File: config.mk
export PLATFORM = sky130hd
export DESIGN_NAME = dbgfd_top
export DESIGN_NICKNAME = d
export VERILOG_FILES = /design/src/shared/dbgfd_pkg.sv /design/src/shared/dbgfd_rom_if.sv /design/src/hw/dbgfd_rom.sv /design/src/hw/dbgfd_top.sv
export SDC_FILE = /design/constraint.sdc
export NUM_CORES = 1
export LEC_CHECK = 0
export BUFFER_PORTS_ARGS = -buffer_cell sky130_fd_sc_hd__buf_2
export CAP_MARGIN = 20
export CORE_MARGIN = 2
export CORE_UTILIZATION = 40
export CTS_CLUSTER_DIAMETER = 200
export DETAILED_ROUTE_END_ITERATION = 10
export PLACE_DENSITY = 0.67
export SLEW_MARGIN = 20
export SYNTH_ARGS = -nofsm -noshare
export SYNTH_HDL_FRONTEND = slang
export SYNTH_SLANG_ARGS = --single-unit
File: constraint.sdc
create_clock -name REF_CLK_IN -period 4.71 [get_ports REF_CLK_IN]
set_input_delay 0.942 -clock REF_CLK_IN [delete_from_list [all_inputs] [get_ports REF_CLK_IN]]
set_output_delay 0.942 -clock REF_CLK_IN [all_outputs]
set_load 0.05 [all_outputs]
File: src/shared/dbgfd_pkg.sv
// package for the debug feature discovery block: map, fields, capabilities
// assumes a 32-bit word bus with byte addresses in a 4 KB window
package dbgfd_pkg;

  // ********************************************************************
  // register map (byte addresses)
  // ********************************************************************
  localparam logic [11:0] ROM_BASE_OFS     = 12'h000;
  localparam logic [11:0] ROM_LAST_OFS     = 12'h01C;
  localparam logic [11:0] HALT_CTRL_OFS    = 12'h100;
  localparam logic [11:0] EXC_MON_OFS      = 12'h104;
  localparam logic [11:0] WATCH_CTRL_OFS   = 12'h108;
  localparam logic [11:0] BKPT_CTRL_OFS    = 12'h10C;
  localparam logic [11:0] BKPT_REMAP_OFS   = 12'h110;
  localparam logic [11:0] LEVEL_OFS        = 12'h114;
  localparam logic [11:0] STIM_BASE_OFS    = 12'h200;
  localparam logic [11:0] STIM_LAST_OFS    = 12'h21C;

  // ********************************************************************
  // field positions and reset values
  // ********************************************************************
  localparam int HALT_EN_BIT      = 0;
  localparam int HALT_REQ_BIT     = 1;
  localparam int HALTED_BIT       = 17;
  localparam int MON_EN_BIT       = 16;
  localparam int MON_STEP_BIT     = 18;
  localparam int TRACE_EN_BIT     = 24;
  localparam int NUMCMP_LSB       = 28;
  localparam int NO_TRC_PKT_BIT   = 27;
  localparam int NO_EXT_TRIG_BIT  = 26;
  localparam int NO_CYC_BIT       = 25;
  localparam int NO_PRF_BIT       = 24;
  localparam int NUM_CODE_LSB     = 4;
  localparam int LIT_CNT_LSB      = 8;
  localparam int REMAP_SUP_BIT    = 29;
  localparam int REMAP_ADDR_LSB   = 5;
  localparam int REMAP_ADDR_W     = 24;
  localparam logic [23:0] REMAP_RESET = 24'h000000;
  localparam logic [1:0]  RESP_OKAY   = 2'h0;
  localparam logic [1:0]  RESP_SLVERR = 2'h2;
  localparam logic [3:0]  FULL_WORD   = 4'hF;

  // ********************************************************************
  // table entries; bit 0 is the presence bit
  // ********************************************************************
  localparam logic [31:0] ROM_SYS_ENTRY    = 32'hFFF0F003;
  localparam logic [31:0] ROM_WATCH_BASE   = 32'hFFF02002;
  localparam logic [31:0] ROM_BKPT_BASE    = 32'hFFF03002;
  localparam logic [31:0] ROM_STIM_BASE    = 32'hFFF01002;
  localparam logic [31:0] ROM_PORT_BASE    = 32'hFFF41002;
  localparam logic [31:0] ROM_ITRACE_BASE  = 32'hFFF42002;
  localparam logic [31:0] ROM_END_ENTRY    = 32'h00000000;

  typedef enum logic [1:0] {
    LVL_MINIMUM       = 2'h0,
    LVL_BASIC         = 2'h1,
    LVL_COMPREHENSIVE = 2'h2
  } dbgfd_level_t;

  typedef enum logic {
    DAP_JTAG     = 1'b0,
    DAP_TWO_WIRE = 1'b1
  } dbgfd_dap_t;

  typedef struct packed {
    logic       watch;
    logic       stim;
    logic       bkpt;
    logic       data_trace;
    logic       cyc;
    logic       prf;
    logic       remap;
    logic       halting;
    logic [3:0] n_watch;
    logic [3:0] n_code;
    logic [3:0] n_lit;
  } dbgfd_caps_t;

  function automatic dbgfd_caps_t dbgfd_caps_for(dbgfd_level_t lvl);
    dbgfd_caps_t c;
    c = '0;
    unique case (lvl)
      LVL_BASIC: begin
        c.watch   = 1'b1;
        c.bkpt    = 1'b1;
        c.halting = 1'b1;
        c.n_watch = 4'h1;
        c.n_code  = 4'h2;
      end
      LVL_COMPREHENSIVE: begin
        c = '1;
        c.n_watch = 4'h1;
        c.n_code  = 4'h2;
        c.n_lit   = 4'h0;
      end
      default: c = '0;
    endcase
    return c;
  endfunction : dbgfd_caps_for

endpackage : dbgfd_pkg

File: src/shared/dbgfd_rom_if.sv
// carrier between the main block and its table memory
// assumes both ends run on the same clock
`timescale 1ns/1ns
interface dbgfd_rom_if;
  logic        rd_en;
  logic [2:0]  index;
  logic [3:0]  present;
  logic [31:0] rdata;
  modport host (output rd_en, output index, output present, input rdata);
  modport mem  (input rd_en, input index, input present, output rdata);
endinterface : dbgfd_rom_if

File: src/hw/dbgfd_rom.sv
// table of debug unit entries with registered read data
// assumes present bits are static configuration from the main block
`timescale 1ns/1ns
module dbgfd_rom (
  input  wire logic   clk_in,
  input  wire logic   reset_in,
  dbgfd_rom_if.mem    rom
);
  import dbgfd_pkg::*;

  logic [31:0] rdata_reg;

  function automatic logic [31:0] dbgfd_entry(input logic [2:0] idx,
                                               input logic [3:0] pres);
    unique case (idx)
      3'h0:    return ROM_SYS_ENTRY;
      3'h1:    return ROM_WATCH_BASE | {31'h0, pres[0]};
      3'h2:    return ROM_BKPT_BASE | {31'h0, pres[1]};
      3'h3:    return ROM_STIM_BASE | {31'h0, pres[2]};
      3'h4:    return ROM_PORT_BASE;
      3'h5:    return ROM_ITRACE_BASE | {31'h0, pres[3]};
      default: return ROM_END_ENTRY;
    endcase
  endfunction : dbgfd_entry

  always_ff @(posedge clk_in) begin
    if (reset_in) begin
      rdata_reg <= ROM_END_ENTRY;
    end else if (rom.rd_en) begin
      rdata_reg <= dbgfd_entry(rom.index, rom.present);
    end
  end

  assign rom.rdata = rdata_reg;

endmodule : dbgfd_rom

File: src/hw/dbgfd_top.sv
// debug feature discovery and enable logic with an Avalon-MM slave
// assumes core event inputs on REF_CLK_IN; the request pin is asynchronous
//
// What this block does
// - table entry bit 0 is set only for units that are built
// - no-trace-packet flag set exactly when data trace absent
// - no-external-trigger flag set when no comparator match outputs exist
// - cycle and profiling counter absence flags read one when missing
// - watch control reports the number of watch comparators
// - remap register bit 29 reads zero when only breakpoints exist
// - breakpoint control reports code and literal comparator counts
// - trace enable reads zero and ignores writes when no trace units
// - a monitor event with the monitor disabled becomes a hard fault
// - stimulus port writes always complete without a bus error
// - an instruction trace unit forces comparator match outputs
// - minimum level gives monitor stepping and request pin monitor entry
// - basic level: two breakpoints, one plain watchpoint, no stimulus unit
// - comprehensive: eight stimulus ports, full watch, remapping breakpoints
// - the access port is built on jtag or two-wire debug port
// - halt enable plus halt request halts; halted status follows the core
// - monitor exceptions only while halting is disabled
// - an all-zero table entry marks the end of the table
//
// The Avalon-MM interface to the registers and the register addresses were decided locally.
`timescale 1ns/1ns
module dbgfd_top #(
  parameter dbgfd_pkg::dbgfd_level_t DEBUG_LEVEL    =
    dbgfd_pkg::LVL_COMPREHENSIVE,
  parameter dbgfd_pkg::dbgfd_dap_t   DAP_KIND       = dbgfd_pkg::DAP_JTAG,
  parameter bit                      ITRACE_PRESENT = 1'b0
) (
  input  wire logic        REF_CLK_IN,
  input  wire logic        RESET_IN,
  input  wire logic [11:0] AVS_ADDRESS_IN,
  input  wire logic        AVS_READ_IN,
  input  wire logic        AVS_WRITE_IN,
  input  wire logic [31:0] AVS_WRITEDATA_IN,
  input  wire logic [3:0]  AVS_BYTEENABLE_IN,
  output logic      [31:0] AVS_READDATA_OUT,
  output logic             AVS_WAITREQUEST_OUT,
  output logic      [1:0]  AVS_RESPONSE_OUT,
  input  wire logic        EXT_DEBUG_REQUEST_IN,
  input  wire logic        DEBUG_EVENT_IN,
  input  wire logic        CORE_HALTED_IN,
  input  wire logic        WATCH_MATCH_IN,
  output logic             HALT_REQUEST_OUT,
  output logic             MON_EXCEPTION_OUT,
  output logic             HARD_FAULT_OUT,
  output logic             MON_STEP_OUT,
  output logic             COMPARATOR_MATCH_OUT,
  output logic             STIM_VALID_OUT,
  output logic      [2:0]  STIM_PORT_OUT,
  output logic      [31:0] STIM_DATA_OUT
);
  import dbgfd_pkg::*;

  // ********************************************************************
  // configuration
  // ********************************************************************
  // level capability sets
  localparam dbgfd_caps_t CAPS = dbgfd_caps_for(DEBUG_LEVEL);
  localparam logic MATCH_SUP = ITRACE_PRESENT;
  localparam logic TRACE_UNITS = CAPS.watch | CAPS.stim;

  typedef enum logic [1:0] {
    BUS_IDLE   = 2'b00,
    BUS_ANSWER = 2'b01
  } dbgfd_bus_t;

  typedef struct packed {
    dbgfd_bus_t  bus;
    logic        rom_sel;
    logic [31:0] rdata;
    logic [1:0]  resp;
    logic        halt_en;
    logic        halt_req;
    logic        halted;
    logic        mon_en;
    logic        mon_step;
    logic        trace_en;
    logic [23:0] remap_addr;
    logic        req_sync1;
    logic        req_sync2;
    logic        req_prev;
    logic        mon_exc;
    logic        hard_fault;
    logic        stim_valid;
    logic [2:0]  stim_port;
    logic [31:0] stim_data;
  } dbgfd_state_t;

  dbgfd_state_t st_reg;
  dbgfd_state_t st_next;
  dbgfd_rom_if  rom_bus ();

  function automatic logic in_range(input logic [11:0] a,
                                    input logic [11:0] lo,
                                    input logic [11:0] hi);
    return (a >= lo) && (a <= hi);
  endfunction : in_range

  // ********************************************************************
  // read data of the discovery registers
  // ********************************************************************
  logic [31:0] watch_word;
  logic [31:0] bkpt_word;
  logic [31:0] remap_word;
  logic [31:0] reg_word;
  logic        reg_hit;
  logic        event_now;
  logic        access;

  always_comb begin
    watch_word = '0;
    watch_word[NUMCMP_LSB +: 4]  = CAPS.n_watch;
    watch_word[NO_TRC_PKT_BIT]  = ~CAPS.data_trace;
    watch_word[NO_EXT_TRIG_BIT] = ~MATCH_SUP;
    watch_word[NO_CYC_BIT]      = ~CAPS.cyc;
    watch_word[NO_PRF_BIT]      = ~CAPS.prf;
    // watch unit registers are only visible with trace enabled
    if (!(CAPS.watch && st_reg.trace_en)) begin
      watch_word = '0;
    end
    bkpt_word = '0;
    bkpt_word[NUM_CODE_LSB +: 4] = CAPS.bkpt ? CAPS.n_code : 4'h0;
    bkpt_word[LIT_CNT_LSB +: 4]  = CAPS.bkpt ? CAPS.n_lit : 4'h0;
    remap_word = '0;
    remap_word[REMAP_SUP_BIT] = CAPS.bkpt & CAPS.remap;
    remap_word[REMAP_ADDR_LSB +: REMAP_ADDR_W] = st_reg.remap_addr;
  end

  always_comb begin
    reg_word = '0;
    reg_hit  = 1'b1;
    unique case (AVS_ADDRESS_IN)
      HALT_CTRL_OFS: begin
        reg_word[HALT_EN_BIT]  = st_reg.halt_en;
        reg_word[HALT_REQ_BIT] = st_reg.halt_req;
        reg_word[HALTED_BIT]   = st_reg.halted;
      end
      EXC_MON_OFS: begin
        reg_word[MON_EN_BIT]   = st_reg.mon_en;
        reg_word[MON_STEP_BIT] = st_reg.mon_step;
        reg_word[TRACE_EN_BIT] = st_reg.trace_en;
      end
      WATCH_CTRL_OFS: reg_word = watch_word;
      BKPT_CTRL_OFS:  reg_word = bkpt_word;
      BKPT_REMAP_OFS: reg_word = remap_word;
      LEVEL_OFS:      reg_word = {29'h0, DAP_KIND, DEBUG_LEVEL};
      default: begin
        // stimulus ports read as zero, never fault
        reg_hit = in_range(AVS_ADDRESS_IN, STIM_BASE_OFS, STIM_LAST_OFS);
      end
    endcase
  end

  // ********************************************************************
  // next state
  // ********************************************************************
  always_comb begin
    st_next    = st_reg;
    access     = AVS_READ_IN | AVS_WRITE_IN;
    event_now  = DEBUG_EVENT_IN | (st_reg.req_sync2 & ~st_reg.req_prev);
    st_next.req_sync1 = EXT_DEBUG_REQUEST_IN;
    st_next.req_sync2 = st_reg.req_sync1;
    st_next.req_prev  = st_reg.req_sync2;
    st_next.halted    = CORE_HALTED_IN;
    st_next.mon_exc    = 1'b0;
    st_next.hard_fault = 1'b0;
    st_next.stim_valid = 1'b0;

    unique case (st_reg.bus)
      BUS_IDLE: begin
        if (access) begin
          st_next.bus     = BUS_ANSWER;
          st_next.rom_sel = in_range(AVS_ADDRESS_IN, ROM_BASE_OFS,
                                     ROM_LAST_OFS);
          st_next.rdata   = reg_word;
          st_next.resp    = (reg_hit || st_next.rom_sel) ? RESP_OKAY
                                                         : RESP_SLVERR;
        end
      end
      BUS_ANSWER: begin
        st_next.bus = BUS_IDLE;
        // partial-word writes are dropped but still answered
        if (AVS_WRITE_IN && AVS_BYTEENABLE_IN == FULL_WORD) begin
          unique case (AVS_ADDRESS_IN)
            HALT_CTRL_OFS: begin
              st_next.halt_en  = CAPS.halting &
                                 AVS_WRITEDATA_IN[HALT_EN_BIT];
              st_next.halt_req = CAPS.halting &
                                 AVS_WRITEDATA_IN[HALT_REQ_BIT];
            end
            EXC_MON_OFS: begin
              st_next.mon_en   = AVS_WRITEDATA_IN[MON_EN_BIT];
              st_next.mon_step = AVS_WRITEDATA_IN[MON_STEP_BIT];
              // no trace units: bit not stored
              st_next.trace_en = TRACE_UNITS &
                                 AVS_WRITEDATA_IN[TRACE_EN_BIT];
            end
            BKPT_REMAP_OFS: begin
              if (CAPS.bkpt && CAPS.remap) begin
                st_next.remap_addr =
                  AVS_WRITEDATA_IN[REMAP_ADDR_LSB +: REMAP_ADDR_W];
              end
            end
            default: begin
              // stimulus write emitted only when the unit runs
              if (in_range(AVS_ADDRESS_IN, STIM_BASE_OFS, STIM_LAST_OFS)) begin
                st_next.stim_valid = CAPS.stim & st_reg.trace_en;
                st_next.stim_port  = AVS_ADDRESS_IN[4:2];
                st_next.stim_data  = AVS_WRITEDATA_IN;
              end
            end
          endcase
        end
      end
      default: st_next.bus = BUS_IDLE;
    endcase

    // events come after writes so a set beats a same-cycle clear
    if (event_now) begin
      if (st_reg.halt_en) begin
        st_next.halt_req = 1'b1;
      end else if (st_reg.mon_en) begin
        // monitor entry from the request pin or events
        st_next.mon_exc = 1'b1;
      end else begin
        st_next.hard_fault = 1'b1;
      end
    end
  end

  always_ff @(posedge REF_CLK_IN) begin
    if (RESET_IN) begin
      st_reg <= '{bus: BUS_IDLE, resp: RESP_OKAY, remap_addr: REMAP_RESET,
                  default: '0};
    end else begin
      st_reg <= st_next;
    end
  end

  // ********************************************************************
  // table memory and outputs
  // ********************************************************************
  // presence bits from the configuration
  assign rom_bus.present = {ITRACE_PRESENT, CAPS.stim, CAPS.bkpt,
                            CAPS.watch};
  assign rom_bus.rd_en   = (st_reg.bus == BUS_IDLE) & AVS_READ_IN;
  assign rom_bus.index   = AVS_ADDRESS_IN[4:2];

  dbgfd_rom u_rom (
    .clk_in   (REF_CLK_IN),
    .reset_in (RESET_IN),
    .rom      (rom_bus.mem)
  );

  assign AVS_WAITREQUEST_OUT  = access & (st_reg.bus == BUS_IDLE);
  assign AVS_READDATA_OUT     = st_reg.rom_sel ? rom_bus.rdata : st_reg.rdata;
  assign AVS_RESPONSE_OUT     = st_reg.resp;
  assign HALT_REQUEST_OUT     = st_reg.halt_en & st_reg.halt_req;
  assign MON_EXCEPTION_OUT    = st_reg.mon_exc;
  assign HARD_FAULT_OUT       = st_reg.hard_fault;
  assign MON_STEP_OUT         = st_reg.mon_step & st_reg.mon_en &
                                ~st_reg.halt_en;
  assign COMPARATOR_MATCH_OUT = MATCH_SUP & CAPS.watch & WATCH_MATCH_IN;
  assign STIM_VALID_OUT       = st_reg.stim_valid;
  assign STIM_PORT_OUT        = st_reg.stim_port;
  assign STIM_DATA_OUT        = st_reg.stim_data;
endmodule : dbgfd_top

==> results of run 1 <==
[cells by family after synthesis]
family,count (synthesis),synth area share (%)
buffers and inverters,102,12.1
DFF,107,43.7
other,1,0.0765
AOI/OAI and AO/OA,106,13.2
muxes,42,8.68
and+or+nand+nor,183,22.3
[worst max-delay path: stages, from the launching register on]
cell and delay (ns):
dfxtp_1 0.66, nand2_1 0.40, o21ai_0 0.26, buf_2 0.33
[cell type report]
class / instances / share of cell area, %
clock buffers: 9 / 4.05
repair buffers: 134 / 12.5
flip-flops and latches: 107 / 38.5
clock inverters: 7 / 1.22
inverters: 16 / 1.08
multi-input cells: 336 / 39.3
well taps: 147 / 3.31
[how the worst max path moves through the flow]
stage                                       to  depth (start not counted)         start
after floorplan           AVS_READDATA_OUT[15]                          3   st_reg[105]
after global placement       STIM_DATA_OUT[30]                          6  AVS_WRITE_IN
after detailed placement     STIM_DATA_OUT[16]                          6  AVS_WRITE_IN
after CTS                 AVS_READDATA_OUT[26]                          3   st_reg[105]
after global routing      AVS_READDATA_OUT[26]                          3   st_reg[105]
final                     AVS_READDATA_OUT[26]                          3   st_reg[105]
[routing by layer]
metal  wire length (µm)  part of all wire, %  track usage [%]
met2               6000                   48             32.3
met4                216                  1.7             6.83
met1               5700                   45             24.1
met3                668                  5.3             2.86
met5                  0                    0                0
[through the flow]
step	setup slack (ns)	total power [mW]
6_report	1.78	1.78
5_1_grt	1.66	1.83
2_1_floorplan	1.98	1.01
3_3_place_gp	1.77	1.05
4_1_cts	1.77	1.79
3_5_place_dp	1.69	1.06
[placed cells by master (no fill, tap or decap), types with 2 or more instances in the layout]
cell type and count:
nor2_1 11, buf_4 10, and2_1 5, nor4b_1 2
dfxtp_1 107, a211o_1 3, o21ai_0 38, nand4_1 27
nor3_1 5, mux2_2 4, nor2b_1 15, nand2b_1 77
inv_1 15, nand3_1 8, buf_2 124, conb_1 5
nor4_1 3, a22o_1 17, a21oi_1 35, nand2_1 18
a221o_1 3, inv_8 3, a22oi_1 2, mux2i_1 38
clkinv_4 2, clkbuf_16 9, o21ai_1 2, and3_1 3
[power by group through the flow]
stage          Clock [mW]  Sequential (mW)  Combinational, mW
2_1_floorplan           0            0.936             0.0769
3_3_place_gp            0            0.935              0.119
3_5_place_dp            0            0.935              0.121
4_1_cts             0.756            0.913              0.121
5_1_grt             0.789            0.914              0.131
6_report            0.742            0.914              0.121
==> flow_metrics.tcl, run 1 <==
set metrics [dict create \
    period_needed_ns 2.93 \
    fin_skew_ns 0.0138 \
    hold_depth 1 \
    maxSlewViolCount 0 \
    startpoint_type "flip-flop" \
    p_per_area_mw_per_mm2 320 \
    wl_per_cell_um 16.6 \
    antenna_found_initial 0 \
    arrival_ns 1.98 \
    worstHoldPathType "reg2reg" \
    regArea_mm2 0.00214 \
    post-dp-hpwl_mm 8.42 \
    root_buffer "clkbuf_16" \
    yosys-top-cells-area "dfxtp_1 (44%), nand2b_1 (9.8%), mux2i_1 (7.8%)" \
    cts_resized 0 \
    tns_ns 0 \
    synth.distinct_cells 44 \
    p_leak_nw 2.44 \
    wirelength_mm 12.6 \
    drive_gt1_share_pct 26.1 \
    cap_violations 0 \
    syn_to_final_growth_pct 13.4 \
    synth.avg_cell_area_um2 9.06 \
    clkLatencyLatePin_ns 0.34 \
    post_dp_cell_area_mm2 0.00527 \
    hold_violations 0 \
    required_ns 3.77 \
    fp-row-count 40 \
    r2r-end "STIM_DATA_OUT[30]" \
    hold_buffers 0 \
    yosys-top-cells-count "dfxtp_1 (107), nand2b_1 (77), buf_4 (46), mux2i_1 (38), o21ai_0 (38)" \
    nets 660 \
    final_util_pct 46.3 \
    die_x_um 115 \
    syn_area_mm2 0.00490 \
    first_pass_iters 6 \
    grt_pass1_vias 3973 \
    cts_buffer_depth 2 \
    r2r_slack_ns 2.36 \
    hold_path_end "st_next[38]" \
    core_mm2 0.0120 \
    placedCellCount 740 \
    ys_seq_area_share_pct 43.7 \
    multiInputGateArea_mm2 0.00219 \
    clk_pin_slew_ns 0.08 \
    reg2reg_from "st_reg[106]" \
    synth_most_common_cell "dfxtp_1" \
    max_slew_margin_pct 32.6 \
    drtIter0Drc 228 \
    internal_power_mw 1.33 \
    p_clk_share_pct 41.7 \
    synth_seq_cells 107 \
    switching_share_pct 25.3 \
    holdWs_ns 0.447 \
    tritoncts "built" \
    drt.antenna.violating_nets 0 \
    ir_drop_uv 271 \
    status "complete, no violations" \
    die_y_um 115 \
    gp_congestion 0.797 \
    endpoint_kind "output pin" \
    port_buffers 125 \
    initial_core_util_pct 40.8 \
    largest_reg_flops 36 \
    synthArstFlopShare_pct 0 \
    worstHoldStart "st_next[39]" \
    synth_warnings 0 \
    synthCells 541 \
    tightest_slew_ns 1.01 \
    grt_max_degree 68 \
    drc 0 \
    worstSetupPathType "reg2out" \
    viasPerCell 5.24 \
    fillCellCount 1184 \
    design_area_mm2 0.00556 \
    synth_edf_count 0 \
    synth_flop_cell "dfxtp_1" \
    h-tree-depth 3 \
    cts_buffers 9 \
    yosys.area.top_type "dfxtp_1" \
    synth.top_cell.area_share_pct 43.7 \
    grtUsageTotal_pct 18.8 \
    dieArea_mm2 0.0132 \
    diodes 0 \
    io_pins 132 \
    finalCritPeriodShare_pct 62.1 \
    cts_setup_buffers 0 \
    via_count 3963 \
    crit_fanout 16 \
    final_cells 756 \
    fmax_mhz 342 \
    rsz0062_at_grt "false" \
    r2r_cells 5 \
    setup_viol 0 \
    cts_sinks 107 \
    grt_first_pass_wirelength_mm 19.7 \
    grt_overflow 0 \
    p_seq_share_pct 51.4 \
    switching_power_mw 0.449 \
    pwr-share-comb_pct 6.8 \
]
(Power assumes the default switching activity.)
==> run 2: changes to the inputs <==
--- a/config.mk
+++ b/config.mk
@@ -5,6 +5,7 @@
 export SDC_FILE = /design/constraint.sdc
 export NUM_CORES = 1
 export LEC_CHECK = 0
+export ABC_AREA = 1
 export BUFFER_PORTS_ARGS = -buffer_cell sky130_fd_sc_hd__buf_2
 export CAP_MARGIN = 20
 export CORE_MARGIN = 2
==> constraint.sdc (replaced) <==
create_clock -name REF_CLK_IN -period 2.94 [get_ports REF_CLK_IN]
set_input_delay 0.588 -clock REF_CLK_IN [delete_from_list [all_inputs] [get_ports REF_CLK_IN]]
set_output_delay 0.588 -clock REF_CLK_IN [all_outputs]
set_load 0.05 [all_outputs]
==> run 2 against run 1 <==
Compared with the run above: global-route usage fell by 0.72 points; critical path depth rose by 5; combinational power rose by 94%; critical endpoint is now STIM_DATA_OUT[1].
==> flow_metrics.tcl, run 2 <==
set metrics [dict create \
    status "complete, no violations" \
    crit_buf_inv 2 \
    synth_most_common_cell "nor2_1" \
    grtUsageTotal_pct 18.1 \
    drt.antenna.violating_nets 0 \
    tightest_slew_ns 0.977 \
    finalPower_mw 2.95 \
    io_pins 132 \
    viasPerCell 4.67 \
    startpoint_type "primary input" \
    p_leak_nw 2.48 \
    first_pass_iters 4 \
    r2r_slack_ns 0.65 \
    synth_edf_count 0 \
    grt_pass1_vias 3758 \
    root_buffer "clkbuf_16" \
    cts_sinks 107 \
    hold_violations 0 \
    drive_gt1_share_pct 23.3 \
    ir_drop_uv 253 \
    design_area_mm2 0.00533 \
    synth_flop_cell "dfxtp_1" \
    synth_xor_area_share_pct 0 \
    cts_setup_buffers 0 \
    grt_overflow 0 \
    crit_fanout 33 \
    cts_buffers 9 \
    reg2reg_from "st_reg[106]" \
    arrival_ns 2.55 \
    required_ns 3.17 \
    worstHoldStart "st_next[39]" \
    yosys-top-cells-count "nor2_1 (109), dfxtp_1 (107), nand2_1 (90), o21ai_0 (84), inv_1 (74)" \
    worstPathCellList "buf_2, nand3_1, nor2_4, nand3_1, nor2_2, clkinv_1, nor2_1, nor2_1" \
    holdWs_ns 0.414 \
    syn_to_final_growth_pct 14.8 \
    gp_congestion 0.810 \
    placedCellCount 844 \
    yosys-top-cells-area "dfxtp_1 (46%), o21ai_0 (9.0%), nor2_1 (8.8%)" \
    wl_per_cell_um 12.9 \
    worstSetupPathType "in2reg" \
    drc 0 \
    cts_buffer_depth 2 \
    synth.top_cell.area_share_pct 46.1 \
    diodes 0 \
    cap_violations 0 \
    cp_slowest_cell "clkinv_1" \
    final_cell_mix "buf_2 (125), nor2_1 (109), dfxtp_1 (107)" \
    hold_depth 2 \
    ys_seq_area_share_pct 46.1 \
    p_clk_share_pct 42.2 \
    fmax_mhz 431 \
    post_dp_cell_area_mm2 0.00502 \
    rsz0062_at_grt "false" \
    grt_max_degree 66 \
    crit_path_max_incr_delay_ns 0.78 \
    max_slew_margin_pct 34.4 \
    syn_area_mm2 0.00465 \
    largest_reg_flops 36 \
    fp-row-count 39 \
    synth_top_family_by_area "simple AND/OR/NAND/NOR gates" \
    tritoncts "built" \
    clkLatencyLatePin_ns 0.35 \
    clk_pin_slew_ns 0.07 \
    yosys.area.top_type "dfxtp_1" \
    synth.area.mux_share_pct 0.969 \
    synthAdderAreaFrac_pct 0 \
    synth.distinct_cells 28 \
    h-tree-depth 3 \
    p_per_area_mw_per_mm2 554 \
    final_cells 860 \
    synth_seq_cells 107 \
    port_buffers 125 \
    r2r-end "STIM_DATA_OUT[1]" \
    switching_share_pct 24.7 \
    tns_ns 0 \
    p_seq_share_pct 49.8 \
    drtIter0Drc 204 \
    synth_compound_area_share_pct 16.1 \
    synth.avg_cell_area_um2 7.27 \
    initial_core_util_pct 40.9 \
    die_y_um 112 \
    crit_family "simple AND/OR/NAND/NOR gates" \
    dieArea_mm2 0.0125 \
    maxSlewViolCount 0 \
    hold_buffers 0 \
    setup_viol 0 \
    nets 768 \
    r2r_cells 7 \
    cts_resized 0 \
    hold_path_end "st_next[38]" \
    worstHoldPathType "reg2reg" \
    post-dp-hpwl_mm 8.19 \
    finalCritPeriodShare_pct 78.9 \
    endpoint_kind "flip-flop" \
    synth_warnings 0 \
    synthArstFlopShare_pct 0 \
    synth-simple-area-share_pct 19.7 \
    die_x_um 112 \
    wirelength_mm 11.1 \
    period_needed_ns 2.32 \
    internal_power_mw 2.22 \
    layout_commonest_cell "buf_2" \
    fin_skew_ns 0.00491 \
    core_mm2 0.0114 \
    grt_first_pass_wirelength_mm 18.3 \
    via_count 4020 \
    pwr-share-comb_pct 7.9 \
    switching_power_mw 0.730 \
    synthCells 639 \
    antenna_found_initial 0 \
]
## run 2: stage by stage
step / utilization [%] / setup slack (ns)
5_1_grt: 46.9 / 0.423
4_1_cts: 46.9 / 0.626
3_3_place_gp: 44.2 / 0.707
6_report: 46.9 / 0.620
2_1_floorplan: - / 0.736
3_5_place_dp: 44.2 / 0.646
## run 2: metal layers
| layer | vias to the layer above | routed length [µm] | GRT usage (%) |
|---|---|---|---|
| met1 | 1804 | 5440 | 25.7 |
| met5 | - | 0 | 0 |
| li1 | 2097 | - | - |
| met4 | 0 | 89 | 4.94 |
| met2 | 110 | 5020 | 27.8 |
| met3 | 9 | 588 | 4.25 |
## run 2: worst max-delay path by stage
stage                              start              endpoint  slack [ns]  cells past startpoint
global route        AVS_BYTEENABLE_IN[3]      STIM_DATA_OUT[4]        0.42                      8
finish              AVS_BYTEENABLE_IN[3]      STIM_DATA_OUT[1]        0.62                      8
CTS                          st_reg[105]  AVS_READDATA_OUT[21]        0.63                      4
global placement       AVS_ADDRESS_IN[0]      STIM_DATA_OUT[9]        0.71                      9
detailed placement     AVS_ADDRESS_IN[0]     STIM_DATA_OUT[13]        0.65                      9
floorplan                    st_reg[105]  AVS_READDATA_OUT[14]        0.74                      2
## run 2: worst reg2reg max path: stages (launching register included)
cell and delay (ns):
dfxtp_1 0.37, nand3_2 0.10, nor2_4 0.22, nand3_1 0.13
nor2_2 0.15, clkinv_1 0.78, nor2_1 0.35, nor2_1 0.08
## run 2: power by group through the flow
stage | sequential [mW] | clock (mW) | combinational [mW]
floorplan | 1.51 | 0 | 0.158
global placement | 1.51 | 0 | 0.233
detailed placement | 1.51 | 0 | 0.236
CTS | 1.47 | 1.27 | 0.237
global route | 1.47 | 1.34 | 0.258
finish | 1.47 | 1.25 | 0.235
## run 2: layout make-up
cell class | instances | area [µm²]
well taps | 143 | 179
inverters | 80 | 303
flip-flops and latches | 107 | 2140
repair buffers | 131 | 671
fillers | 1190 | 6040
multi-input cells | 383 | 1730
clock inverters | 6 | 71.3
clock buffers | 10 | 239
## run 2: kinds of logic after synthesis
family / Yosys count
AOI/OAI and AO/OA: 148
buffers and inverters: 153
DFF: 107
muxes: 4
other: 1
and+or+nand+nor: 226
==> run 3: changes to the inputs <==
--- a/config.mk
+++ b/config.mk
@@ -12,7 +12,7 @@
 export CORE_UTILIZATION = 40
 export CTS_CLUSTER_DIAMETER = 200
 export DETAILED_ROUTE_END_ITERATION = 10
-export PLACE_DENSITY = 0.67
+export PLACE_DENSITY = 0.69
 export SLEW_MARGIN = 20
 export SYNTH_ARGS = -nofsm -noshare
 export SYNTH_HDL_FRONTEND = slang
==> constraint.sdc (replaced) <==
create_clock -name REF_CLK_IN -period 1.9 [get_ports REF_CLK_IN]
set_input_delay 0.38 -clock REF_CLK_IN [delete_from_list [all_inputs] [get_ports REF_CLK_IN]]
set_output_delay 0.38 -clock REF_CLK_IN [all_outputs]
set_load 0.05 [all_outputs]
==> run 3 against run 2 <==
Compared with the run above: critical path depth shrank 5; clock-buffer cell count is 2 higher; flip-flop and latch count unchanged; die area unchanged; power increased by 57%; sequential share of layout area is 0.72 points lower; clock skew about the same; worst setup slack lost 0.55 ns; clock power is 59% higher; first-iteration DRC count decreased by 2.5%; register-to-register slack got worse by 0.40 ns; largest cell class unchanged.
==> flow_metrics.tcl, run 3 (synthesized netlist as in run 2, its figures left out) <==
set metrics [dict create \
    via_count 3935 \
    grt_overflow 0 \
    startpoint_type "flip-flop" \
    grt_max_degree 49 \
    worstHoldPathType "in2reg" \
    grtUsageTotal_pct 17.2 \
    finalCritPeriodShare_pct 96.5 \
    diodes 0 \
    grt_first_pass_wirelength_mm 17.4 \
    wirelength_mm 10.6 \
    dieArea_mm2 0.0125 \
    cts_buffers 9 \
    nets 772 \
    post-dp-hpwl_mm 7.83 \
    ir_drop_uv 351 \
    port_buffers 125 \
    first_pass_iters 4 \
    cap_violations 0 \
    cts_buffer_depth 2 \
    initial_core_util_pct 40.9 \
    clk_pin_slew_ns 0.07 \
    maxSlewViolCount 0 \
    status "complete, no violations" \
    io_pins 132 \
    h-tree-depth 3 \
    viasPerCell 4.55 \
    layout_commonest_cell "buf_2" \
    hold_buffers 0 \
    drc 0 \
    crit_fanout 26 \
    wl_per_cell_um 12.3 \
    fin_skew_ns 0.00473 \
    gp_congestion 0.865 \
    rsz0062_at_grt "false" \
    required_ns 1.52 \
    setup_viol 0 \
    fmax_mhz 545 \
    grt_pass1_vias 3586 \
    final_cells 864 \
    period_needed_ns 1.83 \
    syn_to_final_growth_pct 17.0 \
    largest_reg_flops 36 \
    final_cell_mix "buf_2 (125), nor2_1 (109), dfxtp_1 (106)" \
    clkLatencyLatePin_ns 0.34 \
    drt.antenna.violating_nets 0 \
    drtIter0Drc 199 \
    endpoint_kind "output pin" \
    worstSetupPathType "reg2out" \
    cts_sinks 107 \
    arrival_ns 1.45 \
    die_x_um 112 \
    p_leak_nw 2.54 \
    hold_violations 0 \
    fp-row-count 39 \
    tritoncts "built" \
    antenna_found_initial 0 \
    root_buffer "clkbuf_16" \
    finalPower_mw 4.65 \
    die_y_um 112 \
    core_mm2 0.0114 \
    drive_gt1_share_pct 23.6 \
    p_per_area_mw_per_mm2 855 \
    placedCellCount 848 \
]
[run 3: cell types whose count changed in the layout (fill, tap and decap cells not counted), sizes merged]
cell      delta
buf          +4
inv          -2
clkinvlp     -1
clkbuf       +2
bufinv       +1
[run 3: final timing paths]
path                         from  slack (ns)              endpoint  depth (start not counted)
max                   st_reg[105]        0.07  AVS_READDATA_OUT[13]                          3
min          EXT_DEBUG_REQUEST_IN        0.25           st_next[39]                          3
max reg2reg           st_reg[106]        0.25     STIM_DATA_OUT[11]                          8
min reg2reg           st_next[39]        0.42           st_next[38]                          2
[run 3: layout make-up]
| type | count | area (µm²) |
|---|---|---|
| clock buffer | 12 | 246 |
| clock inverter | 4 | 73.8 |
| fill | 1179 | 5930 |
| inverter | 80 | 303 |
| multi-input combinational | 383 | 1730 |
| sequential | 107 | 2150 |
| tap | 143 | 179 |
| timing repair buffer | 135 | 763 |
[run 3: timing repair]
action                     in CTS  in global routing
resized for setup               1                  1
setup buffers                   0                  0
setup endpoints to repair       3                  8
[run 3: worst max-delay path, cell delays in order (launching register included)]
cell and delay [ns]:
dfxtp_4 0.38, buf_12 0.16, mux2_2 0.35, buf_2 0.21
[run 3: through the flow]
step                      util, %  TNS [ns]  instance area, µm²  setup slack (ns)  hold slack, ns
after floorplan                 -    -0.287                4660           -0.0957           0.388
after global placement       45.0         0                5120             0.150           0.392
after detailed placement     45.0         0                5120             0.111           0.406
after CTS                    47.8         0                5440            0.0331           0.245
after global routing         47.8         0                5440           0.00865           0.250
final                        47.8         0                5440            0.0659           0.254
[run 3: power by group]
part | internal [mW] | switching [mW]
Clock | 1.19 | 0.800
Sequential | 2.27 | 0.0137
Combinational | 0.115 | 0.263
[run 3: layer usage]
metal | share of wire [%] | vias to the layer above | global-route usage, %
met2 | 42 | 110 | 25.0
li1 | - | 2101 | -
met5 | 0 | - | 0
met3 | 5.9 | 14 | 3.86
met1 | 50 | 1710 | 24.7
met4 | 1.7 | 0 | 6.50
